**src/logic/sppsix_pkg.sv**
```systemverilog
package sppsix_pkg;

    // ****************************************
    // Register addresses
    // ****************************************
    localparam logic [7:0] ADDR_PORTA = 8'hc0;
    localparam logic [7:0] ADDR_PORTB = 8'hc8;
    localparam logic [7:0] ADDR_STROBED = 8'hd8;
    localparam logic [7:0] ADDR_CTRL = 8'he8;

    // ****************************************
    // Reset values
    // ****************************************
    localparam logic [7:0] CTRL_RESET = 8'hfc;
    localparam logic [7:0] LATCH_RESET = 8'hff;

    // ****************************************
    // Control/status field positions
    // ****************************************
    localparam int CTRL_IBF = 0;
    localparam int CTRL_OBF = 1;
    localparam int CTRL_IN_STROBE_STYLE = 2;
    localparam int CTRL_OUT_FLAG_CLEAR_EDGE = 3;
    localparam int CTRL_AMODE = 4;
    localparam int CTRL_BMODE = 6;
    localparam logic [7:0] CTRL_WMASK = 8'hfc;

    // ****************************************
    // Widths
    // ****************************************
    localparam int PORT_W = 8;
    localparam int PORTA_W = 8;
    localparam int BUF_DEPTH = 2;

    // ****************************************
    // Flag pin modes
    // ****************************************
    typedef enum logic [1:0] {
        FLAG_LO = 2'b00,
        FLAG_HI = 2'b01,
        FLAG_BUF = 2'b10,
        FLAG_IN = 2'b11
    } sppsix_flag_t;

endpackage

```
**src/logic/sppsix_buf.sv**
```systemverilog
`timescale 1ns/10ps
module sppsix_buf #(
    parameter int WIDTH = sppsix_pkg::PORT_W,
    parameter int DEPTH = sppsix_pkg::BUF_DEPTH
) (
    // Clock and reset
    input wire logic clock,
    input wire logic rstnSync,
    // Fill side
    input wire logic inValid,
    output logic inReady,
    input wire logic [WIDTH-1:0] inData,
    // Drain side
    output logic outValid,
    input wire logic outReady,
    output logic [WIDTH-1:0] outData
);
    import sppsix_pkg::*;

    localparam int PW = (DEPTH > 1) ? $clog2(DEPTH) : 1;
    localparam int CW = $clog2(DEPTH + 1);

    typedef struct packed {
        logic [DEPTH-1:0][WIDTH-1:0] mem;
        logic [PW-1:0] wrPtr;
        logic [PW-1:0] rdPtr;
        logic [CW-1:0] count;
    } sppsix_buf_state_t;

    sppsix_buf_state_t st_r;
    sppsix_buf_state_t st_nxt;
    logic push;
    logic pop;

    function automatic logic [PW-1:0] bump(input logic [PW-1:0] p);
        bump = (p == PW'(DEPTH - 1)) ? '0 : p + 1'b1;
    endfunction

    assign inReady = (st_r.count != CW'(DEPTH));
    assign outValid = (st_r.count != '0);
    assign outData = st_r.mem[st_r.rdPtr];
    assign push = inValid && inReady;
    assign pop = outValid && outReady;

    always_comb begin
        st_nxt = st_r;
        if (push) begin
            st_nxt.mem[st_r.wrPtr] = inData;
            st_nxt.wrPtr = bump(st_r.wrPtr);
        end
        if (pop) begin
            st_nxt.rdPtr = bump(st_r.rdPtr);
        end
        if (push && !pop) begin
            st_nxt.count = st_r.count + 1'b1;
        end else if (pop && !push) begin
            st_nxt.count = st_r.count - 1'b1;
        end
    end

    always_ff @(posedge clock or negedge rstnSync) begin
        if (!rstnSync) begin
            st_r <= '0;
        end else begin
            st_r <= st_nxt;
        end
    end

endmodule // sppsix_buf

```
**src/logic/sppsix_top.sv**
```systemverilog
// Notes on behaviour
// RULE1 - Control register sets modes, shows flags
// RULE2 - All control bits writable except two lowest
// RULE3 - Reset loads ones into 7:2, zeros 1:0
// RULE4 - Three port latches behave like standard ports
// RULE5 - Two added ports are plain quasi-bidirectional
// RULE6 - First added port may be four bits
// RULE7 - Strobed port eight bits, pulled up
// RULE8 - Strobed port plain or four-line handshake
// RULE9 - Host pulls output strobe low to read
// RULE10 - Host pulls input strobe low to write
// RULE11 - B pin: input-full, enable input, fixed level
// RULE12 - A pin: output-full, select input, fixed level
// RULE13 - Bus interface, plain port, or printer port
// RULE14 - B codes: low, high, input-full, enable
// RULE15 - A codes: low, high, output-full, select
// RULE16 - Clear edge and input latch style bits
// RULE17 - Output-always mode drives port continuously
// RULE18 - Flags set by data, cleared by consumer
`timescale 1ns/10ps
module sppsix_top #(
    parameter int PORTA_W = sppsix_pkg::PORTA_W
) (
    // Clock and reset
    input wire logic clock,
    input wire logic rstn,
    // Register access
    input wire logic [7:0] sfrAddr,
    input wire logic sfrWrite,
    input wire logic sfrRead,
    input wire logic sfrRmw,
    input wire logic [7:0] sfrWdata,
    output logic [7:0] sfrRdata,
    // Added port A
    input wire logic [PORTA_W-1:0] portAIn,
    output logic [PORTA_W-1:0] portAOut,
    output logic [PORTA_W-1:0] portAOe,
    // Added port B
    input wire logic [sppsix_pkg::PORT_W-1:0] portBIn,
    output logic [sppsix_pkg::PORT_W-1:0] portBOut,
    output logic [sppsix_pkg::PORT_W-1:0] portBOe,
    // Strobed port
    input wire logic [sppsix_pkg::PORT_W-1:0] strobedIn,
    output logic [sppsix_pkg::PORT_W-1:0] strobedOut,
    output logic [sppsix_pkg::PORT_W-1:0] strobedOe,
    // Handshake lines
    input wire logic inStrobeN,
    input wire logic outStrobeN,
    input wire logic pinACtlIn,
    output logic pinACtlOut,
    output logic pinACtlOe,
    input wire logic pinBCtlIn,
    output logic pinBCtlOut,
    output logic pinBCtlOe,
    output logic inRoom
);
    import sppsix_pkg::*;

    // ****************************************
    // State
    // ****************************************
    typedef struct packed {
        logic [7:0] ctrl;
        logic out_buffer_full;
        logic lvlIbf;
        logic [PORT_W-1:0] lvlData;
        logic [PORTA_W-1:0] latchA;
        logic [PORT_W-1:0] latchB;
        logic [PORT_W-1:0] latchS;
        logic [7:0] rdata;
        logic inPrev;
        logic outPrev;
        logic [PORTA_W-1:0] aOut;
        logic [PORTA_W-1:0] aOe;
        logic [PORT_W-1:0] bOut;
        logic [PORT_W-1:0] bOe;
        logic [PORT_W-1:0] sOut;
        logic [PORT_W-1:0] sOe;
        logic pinAOut;
        logic pinAOe;
        logic pinBOut;
        logic pinBOe;
        logic inRoom;
    } sppsix_state_t;

    sppsix_state_t st_r;
    sppsix_state_t st_nxt;
    logic [1:0] rstSync_r;
    logic rstnSync;
    sppsix_flag_t bMode;
    sppsix_flag_t aMode;
    logic levelMode;
    logic portOk;
    logic selCtl;
    logic outAlways;
    logic inRise;
    logic outFall;
    logic outRise;
    logic cpuRdS;
    logic cpuWrS;
    logic pushValid;
    logic popReq;
    logic bufReady;
    logic bufValid;
    logic [PORT_W-1:0] bufData;
    logic in_buffer_full;
    logic obfClr;
    logic drive;

    function automatic sppsix_flag_t flagMode(input logic [7:0] c,
                                              input int pos);
        flagMode = sppsix_flag_t'(c[pos+:2]);
    endfunction

    function automatic logic [7:0] csrValue(input logic [7:0] c,
                                            input logic o,
                                            input logic i);
        csrValue = {c[7:2], o, i};
    endfunction

    function automatic logic [7:0] portRead(input logic rmw,
                                            input logic [7:0] latch,
                                            input logic [7:0] pin);
        portRead = rmw ? latch : pin;
    endfunction

    // ****************************************
    // Reset release
    // ****************************************
    always_ff @(posedge clock or negedge rstn) begin
        if (!rstn) begin
            rstSync_r <= 2'h0;
        end else begin
            rstSync_r <= {rstSync_r[0], 1'b1};
        end
    end
    assign rstnSync = rstSync_r[1];

    // ****************************************
    // Mode decode
    // ****************************************
    // RULE1 mode field decode
    assign bMode = flagMode(st_r.ctrl, CTRL_BMODE);
    assign aMode = flagMode(st_r.ctrl, CTRL_AMODE);
    assign levelMode = st_r.ctrl[CTRL_IN_STROBE_STYLE];
    // RULE11 enable input low
    assign portOk = (bMode != FLAG_IN) || !pinBCtlIn;
    // RULE12 select input high
    assign selCtl = (aMode == FLAG_IN) && pinACtlIn;
    // RULE17 output-always decode
    assign outAlways = !bMode[1] && (aMode == FLAG_BUF);
    // RULE9 RULE10 strobe edges
    assign inRise = !st_r.inPrev && inStrobeN;
    assign outFall = st_r.outPrev && !outStrobeN;
    assign outRise = !st_r.outPrev && outStrobeN;
    assign cpuRdS = sfrRead && (sfrAddr == ADDR_STROBED);
    assign cpuWrS = sfrWrite && (sfrAddr == ADDR_STROBED);
    // RULE16 rising-edge latch into buffer
    assign pushValid = inRise && portOk && !levelMode;
    assign popReq = cpuRdS && !levelMode;
    assign in_buffer_full = levelMode ? st_r.lvlIbf : bufValid;
    // RULE16 clear edge select
    assign obfClr = (st_r.ctrl[CTRL_OUT_FLAG_CLEAR_EDGE] ? outRise : outFall) &&
                    portOk && !selCtl;
    // RULE8 RULE13 drive while strobed or always
    assign drive = portOk && (outAlways || !outStrobeN);

    sppsix_buf #(
        .WIDTH(PORT_W),
        .DEPTH(BUF_DEPTH)
    ) inBuf (
        .clock(clock),
        .rstnSync(rstnSync),
        .inValid(pushValid),
        .inReady(bufReady),
        .inData(strobedIn),
        .outValid(bufValid),
        .outReady(popReq),
        .outData(bufData)
    );

    // ****************************************
    // Next state
    // ****************************************
    always_comb begin
        st_nxt = st_r;
        st_nxt.inPrev = inStrobeN;
        st_nxt.outPrev = outStrobeN;
        // RULE4 latch writes
        if (sfrWrite) begin
            case (sfrAddr)
                ADDR_PORTA: st_nxt.latchA = sfrWdata[PORTA_W-1:0];
                ADDR_PORTB: st_nxt.latchB = sfrWdata;
                ADDR_STROBED: st_nxt.latchS = sfrWdata;
                // RULE2 low bits ignore writes
                ADDR_CTRL: st_nxt.ctrl = sfrWdata & CTRL_WMASK;
                default: ;
            endcase
        end
        // RULE18 write sets, strobe clears
        if (cpuWrS) begin
            st_nxt.out_buffer_full = 1'b1;
        end else if (obfClr) begin
            st_nxt.out_buffer_full = 1'b0;
        end
        // RULE16 low-level transparent latch
        if (levelMode && !inStrobeN && portOk) begin
            st_nxt.lvlIbf = 1'b1;
            st_nxt.lvlData = strobedIn;
        end else if (cpuRdS && levelMode) begin
            st_nxt.lvlIbf = 1'b0;
        end
        if (sfrRead) begin
            case (sfrAddr)
                ADDR_PORTA: st_nxt.rdata = portRead(sfrRmw,
                    8'(st_r.latchA), 8'(portAIn));
                ADDR_PORTB: st_nxt.rdata = portRead(sfrRmw,
                    st_r.latchB, portBIn);
                ADDR_STROBED: st_nxt.rdata = levelMode ?
                    st_r.lvlData : bufData;
                ADDR_CTRL: st_nxt.rdata = csrValue(st_r.ctrl,
                    st_r.out_buffer_full, in_buffer_full);
                default: st_nxt.rdata = 8'h00;
            endcase
        end
        // RULE5 RULE6 quasi drive low only
        st_nxt.aOut = st_nxt.latchA;
        st_nxt.aOe = ~st_nxt.latchA;
        st_nxt.bOut = st_nxt.latchB;
        st_nxt.bOe = ~st_nxt.latchB;
        // RULE7 RULE15 data or status onto port
        st_nxt.sOut = selCtl ? csrValue(st_r.ctrl, st_r.out_buffer_full, in_buffer_full) :
                      st_r.latchS;
        st_nxt.sOe = drive ? 8'hff : 8'h00;
        // RULE14 B pin modes
        case (bMode)
            FLAG_LO: {st_nxt.pinBOut, st_nxt.pinBOe} = 2'h1;
            FLAG_HI: {st_nxt.pinBOut, st_nxt.pinBOe} = 2'h3;
            FLAG_BUF: {st_nxt.pinBOut, st_nxt.pinBOe} = {in_buffer_full, 1'b1};
            default: {st_nxt.pinBOut, st_nxt.pinBOe} = 2'h0;
        endcase
        // RULE15 A pin modes
        case (aMode)
            FLAG_LO: {st_nxt.pinAOut, st_nxt.pinAOe} = 2'h1;
            FLAG_HI: {st_nxt.pinAOut, st_nxt.pinAOe} = 2'h3;
            FLAG_BUF: {st_nxt.pinAOut, st_nxt.pinAOe} = {st_r.out_buffer_full, 1'b1};
            default: {st_nxt.pinAOut, st_nxt.pinAOe} = 2'h0;
        endcase
        st_nxt.inRoom = bufReady;
    end

    always_ff @(posedge clock or negedge rstnSync) begin
        if (!rstnSync) begin
            st_r <= '0;
            // RULE3 reset pattern
            st_r.ctrl <= CTRL_RESET;
            st_r.latchA <= PORTA_W'(LATCH_RESET);
            st_r.latchB <= LATCH_RESET;
            st_r.latchS <= LATCH_RESET;
            st_r.aOut <= PORTA_W'(LATCH_RESET);
            st_r.bOut <= LATCH_RESET;
            st_r.sOut <= LATCH_RESET;
            st_r.inPrev <= 1'b1;
            st_r.outPrev <= 1'b1;
        end else begin
            st_r <= st_nxt;
        end
    end

    assign sfrRdata = st_r.rdata;
    assign portAOut = st_r.aOut;
    assign portAOe = st_r.aOe;
    assign portBOut = st_r.bOut;
    assign portBOe = st_r.bOe;
    assign strobedOut = st_r.sOut;
    assign strobedOe = st_r.sOe;
    assign pinACtlOut = st_r.pinAOut;
    assign pinACtlOe = st_r.pinAOe;
    assign pinBCtlOut = st_r.pinBOut;
    assign pinBCtlOe = st_r.pinBOe;
    assign inRoom = st_r.inRoom;
endmodule // sppsix_top

```
**config.mk**
```make
export PLATFORM = sky130hd
export DESIGN_NAME = sppsix_top
export DESIGN_NICKNAME = d
export VERILOG_FILES = /design/src/logic/sppsix_pkg.sv /design/src/logic/sppsix_buf.sv /design/src/logic/sppsix_top.sv
export SDC_FILE = /design/constraint.sdc
export NUM_CORES = 1
export LEC_CHECK = 0
export ABC_AREA = 1
export BUFFER_PORTS_ARGS = -buffer_cell sky130_fd_sc_hd__buf_2
export CAP_MARGIN = 20
export CORE_MARGIN = 4
export CORE_UTILIZATION = 40
export CTS_BUF_LIST = sky130_fd_sc_hd__clkbuf_16
export CTS_CLUSTER_SIZE = 24
export DETAILED_ROUTE_END_ITERATION = 6
export PLACE_DENSITY_LB_ADDON = 0.1
export SKIP_LAST_GASP = 1
export SLEW_MARGIN = 20
export SYNTH_ARGS = -nofsm -noshare
export SYNTH_HDL_FRONTEND = slang
export SYNTH_SLANG_ARGS = --single-unit
```
**constraint.sdc**
```tcl
create_clock -name clock -period 3.2 [get_ports clock]
set_clock_uncertainty 0.05 [all_clocks]
set_input_delay 0.32 -clock clock [delete_from_list [all_inputs] [get_ports clock]]
set_output_delay 0.32 -clock clock [all_outputs]
set_load 0.1 [all_outputs]
```
Word level (Yosys, flattened, before mapping)
Index checks and enable logic that the tools add are counted.
{"block": "op_classes", "add_sub_neg": 4, "magnitude_cmp": 3, "eq_ne": 11, "mux": 27, "n_bitwise": 2, "n_reduce_logical": 41}
{"cell": "2-to-1 mux 8 bit", "n": 11}
{"cell": "== test 8 bit (second input constant)", "n": 4}
{"cell": "case mux 8 bit (4 select lines)", "n": 1}
{"cell": "2-to-1 mux 24 bit", "n": 1}
{"cell": "logical AND 1 bit", "n": 21}
{"cell": "bitwise mux 16 bit", "n": 1}
{"cell": "NOT 8 bit", "n": 2}
{"cell": "case mux 2 bit (3 select lines)", "n": 2}
{"cell": "logical NOT 1 bit", "n": 10}
{"cell": "demux 8 bit (select 1 bit)", "n": 1}
{"cell": "2-to-1 mux 1 bit", "n": 8}
{"cell": "nonzero test 2 bit", "n": 4}
{"cell": "== test 2 bit (second input constant)", "n": 3}
{"cell": "== test 2 x 1 -> 1 bit (second input constant)", "n": 2}
{"cell": "logical NOT 2 bit", "n": 2}
{"cell": "< comparator 1 x 2 -> 1 bit (second input constant)", "n": 2}
{"cell": "2-to-1 mux 2 bit", "n": 2}
{"cell": "inequality test 2 bit (second input constant)", "n": 2}
{"cell": "AND reduction 2 bit", "n": 2}
{"cell": "adder 1 bit (second input constant)", "n": 2}
{"cell": "adder 2 x 1 -> 2 bit (second input constant)", "n": 1}
{"cell": "logical OR 1 bit", "n": 2}
{"cell": "subtractor 2 x 1 -> 2 bit (second input constant)", "n": 1}
{"cell": "greater-or-equal comparator 1 bit (second input constant)", "n": 1}
{"block": "word_totals", "regBits": 109, "wordCells": 113}

Depth between registers and ports, before layout
Gate-level depths: netlist of run 1.
{"block": "depth", "depth_word": 9, "ltp_mapped": 10, "depth_no_buf": 9}

Modules after synthesis
A second synthesis of run 1 with hierarchy kept.
{"block": "unflattened", "cells_unflattened": 603, "hier_area_um2": 5251.3}
{"module": "sppsix_top", "instances": 1, "cells_per_inst": 479, "area_each_um2": 4232.8, "seq_area_each_um2": 2102.0}
{"module": "sppsix_buf", "instances": 1, "cells_per_inst": 124, "area_each_um2": 1018.5, "seq_area_each_um2": 500.5}

Least setup slack after synthesis of run 1
Ideal clock, no wire load.
{"block": "synth_timing", "path_kind": "register to register", "startpoint": "register st_r, in the netlist levelMode", "endpoint": "register inBuf.st_r[1] (netlist bit)", "setup_ps": 131, "arrival_time_ps": 1719, "t_required_ps": 3019, "path_slack_ps": 1300, "path_stages_with_launch": 8, "n_path_buf": 0, "cell_sequence": "dfstp_2 > nor4_4 > nand2_1 > inv_1 > ha_1 > a21oi_1 > o21ai_0 > xor2_1"}
{"block": "synth_via", "elab_chain_len": 6, "word_cells_on_any_way": 11, "cone_classes": "mux (1); reduce/logical (10)"}
{"item": "start: declaration", "line": "sppsix_top.sv:86", "source": "sppsix_state_t st_r;"}
{"item": "start signal: assignment", "line": "sppsix_top.sv:266", "source": "st_r <= st_nxt;"}
{"item": "logical NOT 1 bit (*)", "line": "sppsix_top.sv:159", "source": "assign pushValid = inRise && portOk && !levelMode;"}
{"item": "logical AND 1 bit (*)", "line": "sppsix_top.sv:159"}
{"item": "logical AND 1 bit (*)", "line": "sppsix_buf.sv:42", "source": "assign push = inValid && inReady;"}
{"item": "via inBuf.push", "line": "sppsix_buf.sv:32", "source": "logic push;"}
{"item": "logical NOT 1 bit", "line": "sppsix_buf.sv:56", "source": "end else if (pop && !push) begin"}
{"item": "logical AND 1 bit", "line": "sppsix_buf.sv:56"}
{"item": "nonzero test 2 bit (no line)"}
{"item": "end signal: assignment", "line": "sppsix_buf.sv:65", "source": "st_r <= st_nxt;"}
{"item": "end: declaration", "line": "sppsix_buf.sv:30", "source": "sppsix_buf_state_t st_r;"}
The timed path passes the listed nets; every way through them passes the cells marked *.
A chain may end at the register's enable or synchronous reset.

Worst setup path after layout of run 1
{"block": "layout_timing", "startpoint": "register st_r, in the netlist levelMode", "endpoint": "register inBuf.st_r[1] (netlist bit)"}
{"block": "layout_via", "elab_chain_len": 6, "word_cells_on_any_way": 11, "cone_classes": "mux (1); reduce/logical (10)"}
{"item": "logical NOT 1 bit (*)", "line": "sppsix_top.sv:159, sppsix_top.sv:160"}
{"item": "logical AND 1 bit (on tied branches)", "line": "sppsix_top.sv:160, sppsix_top.sv:159"}
{"item": "logical AND 1 bit (on tied branches)", "line": "sppsix_buf.sv:43, sppsix_buf.sv:42"}
{"item": "logical NOT 1 bit (on tied branches)", "line": "sppsix_buf.sv:54, sppsix_buf.sv:56"}
{"item": "logical AND 1 bit (on tied branches)", "line": "sppsix_buf.sv:54, sppsix_buf.sv:56"}
{"item": "2-to-1 mux 2 bit / nonzero test 2 bit (equally long branches)"}
Every way passes the cells marked *; elsewhere a longest branch is shown, timed or not.

==> qor.txt, run 1 <==
status = completed
final setup violation count = 0
Initial Utilization = 0.416
Seq/Total Area, Yosys = 0.513
Worst Max-Slew Pin Slew = 0.618 ns
final worst-path cycle share = 0.643
distinct cell type count after synthesis = 31
final worst setup slack = 1.14 ns
Routed WL per cell = 14.5 um
RSZ-0062 raised after global routing = no
register area = 2610 um^2
final hold viol count = 0
initial antenna violation count = 0
GRT Util Overall = 0.178
TritonCTS Buffers = 9
Worst EP arrival = 2.24 ns
crit path buf inv count = 1
DP Worst Slack = 0.987 ns
Slew Limit Fails = 0
buffer depth of the longest clock path = 2
Area Overhead vs Synth = 11.8%
max incr delay on CP = 0.67 ns
H-tree Lvls = 3
clock root buffer = clkbuf_16
routed vias/inst = 4.59
WP data required = 3.38 ns
critical path launch point type = register
Post-Syn Area = 5080 um^2
Synth Area per Inst = 8.16 um^2
number of synthesized flops with an enable pin = 0
multi-input logic area = 1610 um^2
final antenna-violating net count = 0
largest net degree at the start of global routing = 39
die area = 14600 um^2
top_reg_cell synth = dfrtp_1
die width = 121 um
CTS tree = yes
Detailed Route WL = 12200 um
most used cell, CP = o21ai_0
setup TNS = 0 ns
Num Clock Sinks = 102
DPL Wire Length = 9290 um
total congestion overflow = 0
max_cap viols = 0
Syn Nets = 672
CP Max Fanout = 13
DR DRC count = 0
Iteration-0 DRC Markers = 245
first-pass GRT wire length = 20100 um
post-CTS setup buffers = 0
share of cells above drive strength 1 = 0.268
total power = 3290 uW
fmax = 486 MHz
Top delay family on crit path = flip-flops
vias in the first global route = 3908
asr flop ratio synth = 1.00
# nets final = 723
drt first pass iters = 4
Seq cells post-synth = 102
fill count = 1283
CTS clk-pin slew, worst paths = 0.07 ns
clk_lat worst skew = 0.35 ns
Ant. Diodes = 0
Setup CP Type = reg2reg
fin crit period = 2.06 ns
VDD IR-drop max = 448 uV
io pins = 110
Worst path slowest cell = dfstp_2
CP endpoint kind = register
Placer Congestion = 0.818
P per Cell Area = 579 nW/um^2
HP Class = in2reg
Die Y = 121 um
Slew headroom = 0.587
number of port buffers = 109
Core ar. = 12200 um^2
cell-by-cell trace of the critical path = inv_1 > o21ai_0 > nand3b_1 > ha_1 > a21oi_1 > o21ai_0 > xor2_1
via count = 3880
# rows = 40
Leak = 0.00313 uW
YS warnings = 0
Mapped Cells = 622
-- flip-flops by register name (all words and copies together) (netlist names), 2 cells and up --
register and cells:
portAOe 8, sfrRdata 8, portAOut 8, aMode 2
inBuf.st_r 20, portBOe 8, bMode 2, strobedOut 8
rstSync_r 2, portBOut 8, st_r 21
-- cells by family after synthesis --
logic type                 after synthesis  share of synthesized area
adders and majority gates                1                    0.00246
and+or+nand+nor                        285                      0.243
AOI/OAI and AO/OA                       63                     0.0646
buffers and inverters                  166                      0.170
muxes                                    1                    0.00222
other                                    1                   0.000739
DFF                                    102                      0.513
xor gates and xnor gates                 3                    0.00518
-- routing by layer --
metal / track usage / part of all wire / up-vias
li1: - / - / 1960
met1: 0.232 / 0.45 / 1822
met2: 0.287 / 0.48 / 82
met3: 0.0552 / 0.052 / 16
met4: 0.0453 / 0.015 / 0
met5: 0 / 0 / -
-- where the power goes --
part           total, uW  switching, uW  internal, uW
registers           1470           66.0          1410
clock network       1130            481           651
logic                680            558           122
-- metrics by stage --
stage,hold slack [ns],util,cell area [um^2],instances
after floorplan,-0.0256,-,5080,622
after global placement,0.0566,0.439,5360,829
after detailed placement,0.0600,0.439,5360,829
after CTS,0.0168,0.465,5680,846
after global routing,0.0136,0.465,5680,846
final,0.0258,0.465,5680,846
-- final timing paths --
kind,from,endpoint,cells after the start,slack (ns)
worst min-delay path,inStrobeN,st_r[54]$_DFF_PN1_,1,0.03
max in group asynchronous,rstSync_r[1]$_DFF_PN0_,st_r[54]$_DFF_PN1_,1,2.11
min in group asynchronous,rstn,rstSync_r[0]$_DFF_PN0_,2,0.23
worst min register to register,rstSync_r[1]$_DFF_PN0_,portBOe[3]$_DFF_PN0_,0,0.25
worst max-delay path,levelMode$_DFFE_PN1P_,inBuf.st_r[1]$_DFFE_PN0P_,7,1.14
worst max register to register,levelMode$_DFFE_PN1P_,inBuf.st_r[1]$_DFFE_PN0P_,7,1.14
-- synth_stat cells, types with 7 or more instances --
master    instances  area [um^2]
nand2_1         187          702
inv_1            88          330
dfrtp_1          62         1550
buf_4            59          443
o21ai_0          48          240
dfstp_2          40         1050
nor2_1           37          139
nand3_1          32          160
nand4_1          17          106
a21oi_1           9         45.0
clkbuf_1          8         30.0
buf_2             7         35.0
-- layout make-up --
cell class | count | share of cell area
timing repair buffer | 115 | 0.104
multi-input combinational | 354 | 0.284
sequential | 102 | 0.459
clock buffer | 10 | 0.0441
inverter | 91 | 0.0602
clock inverter | 6 | 0.0106
tap | 168 | 0.0370
-- cells in the final DEF (no fill, tap or decap), types with 2 or more instances in the layout --
master and n:
dfstp_2 40, nand2_1 187, o21ai_0 48, o21ai_2 2, nand3_4 2, nand3_2 2
nand3_1 32, nor2_1 37, a21oi_1 9, dfrtp_1 61, clkbuf_16 10, buf_2 109
buf_4 5, nand4_1 17, clkinv_1 4, o21ai_1 2, xor2_1 2, inv_1 89
nor2_2 3
-- repair_timing --
action,4_1_cts,5_1_grt
resized for setup,0,0
hold endpoints to repair,2,0
hold buffers,1,0
Power figures use the tool's default switching activity.
==> run 2, diff against run 1 <==
Clock period 3.2 ns to 2.05 ns, I/O delays scaled along.
==> run 2 against run 1 <==
Die area is the same. Setup slack worse by 0.86 ns. Clock-buffer cell count shrank 1. Critical path type unchanged. Combinational power grew 62%. Global-route usage increased by 0.29 points. Total power rose by 49%. Design area is 0.93% higher. Wire length is essentially flat. Clock power increased by 35%.
==> qor.txt, run 2 (same netlist as run 1, synthesis figures left out) <==
total congestion overflow = 0
clk_lat worst skew = 0.34 ns
Leak = 0.00317 uW
fin crit period = 1.76 ns
max incr delay on CP = 0.61 ns
GRT Util Overall = 0.181
DPL Wire Length = 9320 um
Worst Max-Slew Pin Slew = 0.529 ns
Final Cell Area = 5730 um^2
buffer depth of the longest clock path = 2
Routed WL per cell = 14.3 um
Area Overhead vs Synth = 12.8%
crit path launch = levelMode$_DFFE_PN1P_
final setup violation count = 0
number of port buffers = 109
CP endpoint kind = register
Hold Startpoint = sfrWdata[6]
Die Y = 121 um
final hold viol count = 0
Detailed Route WL = 12200 um
DR DRC count = 0
Reg power frac = 0.466
Top delay family on crit path = flip-flops
fmax = 567 MHz
Worst path slowest cell = dfstp_2
CTS clk-pin slew, worst paths = 0.07 ns
final worst-path cycle share = 0.860
CP Max Fanout = 7
CTS tree = yes
VDD IR-drop max = 334 uV
max_cap viols = 0
Internal Power = 3210 uW
Core ar. = 12200 um^2
clock root buffer = clkbuf_16
placed cells = 837
die width = 121 um
RSZ-0062 raised after global routing = no
Logic pwr share = 0.225
drt first pass iters = 4
Slew headroom = 0.647
Highest Signal Layer = met5
initial antenna violation count = 1
TritonCTS Buffers = 9
WP data required = 2.23 ns
biggest regs = st_r: 21 flops, inBuf.st_r: 20 flops
H-tree Lvls = 3
most frequent cells in the layout = 187 x nand2_1, 109 x buf_2, 89 x inv_1
Num Clock Sinks = 102
Setup CP Type = reg2reg
met3 WL = 605 um
Initial Utilization = 0.416
most common cell after layout, fill and taps aside = nand2_1
final antenna-violating net count = 0
WL met1 = 5500 um
share of cells above drive strength 1 = 0.276
crit path buf inv count = 1
fill count = 1266
WL met2 = 5870 um
# rows = 40
worst reg2reg startpoint = levelMode$_DFFE_PN1P_
die area = 14600 um^2
post-route insts no fill = 856
switching power of the nets = 1690 uW
Placer Congestion = 0.854
first-pass GRT wire length = 20500 um
final core occ = 0.469
setup TNS = 0 ns
cell-by-cell trace of the critical path = inv_1 > o21ai_0 > nand3b_1 > ha_1 > a21oi_1 > o21ai_0 > xor2_1
placed instance area = 5440 um^2
Ant. Diodes = 0
P per Cell Area = 856 nW/um^2
status = completed
io pins = 110
HP Class = in2reg
clock share of power = 0.309
sw frac = 0.344
most used cell, CP = o21ai_0
vias in the first global route = 3969
max reg flops = 21
total power = 4900 uW
routed vias/inst = 4.60
Slew Limit Fails = 0
Iteration-0 DRC Markers = 235
largest register by flop count = st_r
critical path launch point type = register
post-CTS sizing = 0
via count = 3939
Worst EP arrival = 1.94 ns
largest net degree at the start of global routing = 36
# nets final = 733
[run 2: changes by cell type in the layout (fill, tap and decap cells not counted), sizes merged]
cell	before	now
clkinv	6	9
inv	90	89
clkbuf	10	9
bufinv	1	0
dlygate4sd3	1	3
buf	114	122
[run 2: worst paths after layout]
path / cells after the start / end / slack, ns
worst max-delay path: 7 / inBuf.st_r[1]$_DFFE_PN0P_ / 0.29
worst min-delay path: 2 / portAOe[6]$_DFF_PN0_ / 0.07
worst max register to register: 7 / inBuf.st_r[1]$_DFFE_PN0P_ / 0.29
worst min register to register: 0 / inBuf.st_r[10]$_DFFE_PN0P_ / 0.25
max in group asynchronous: 1 / st_r[53]$_DFF_PN1_ / 1.07
min in group asynchronous: 2 / rstSync_r[0]$_DFF_PN0_ / 0.11
[run 2: power groups by stage]
stage	registers, uW	logic [uW]	clock network, uW
floorplan	2400	841	0
global placement	2320	1110	0
detailed placement	2320	1110	0
CTS	2290	1120	1560
global route	2300	1190	1660
finish	2280	1100	1520
[run 2: what timing repair did]
item,CTS,global route
hold endpoints to repair,4,0
hold buffers,3,0
buffers inserted,0,0
[run 2: layer usage]
metal / up-vias / global-route usage
li1: 1981 / -
met5: - / 0
met1: 1847 / 0.241
met2: 87 / 0.293
met4: 2 / 0.0637
met3: 22 / 0.0365
[run 2: worst register-to-register path: cells and delay by family (launching register included)]
kind,cells,cell delay [ns]
AOI/OAI and AO/OA,3,0.32
adders and majority gates,1,0.27
DFF,1,0.61
xor gates and xnor gates,1,0.15
buffers and inverters,1,0.08
and+or+nand+nor,1,0.18
[run 2: layout make-up]
| type | count | area [um^2] | area share |
|---|---|---|---|
| Clock buffer | 9 | 225 | 0.0393 |
| Clock inverter | 7 | 32.5 | 0.00568 |
| Inverter | 91 | 342 | 0.0596 |
| Multi-Input combinational cell | 354 | 1610 | 0.282 |
| Sequential cell | 102 | 2610 | 0.455 |
| Tap cell | 168 | 210 | 0.0367 |
| Timing Repair Buffer | 125 | 698 | 0.122 |
[run 2: per-stage QoR]
step	hold WS [ns]	worst slack, ns
6_report	0.0678	0.287
5_1_grt	0.0746	0.152
3_5_place_dp	-0.0552	0.270
3_3_place_gp	-0.0602	0.312
4_1_cts	0.0589	0.277
2_1_floorplan	-0.141	0.150
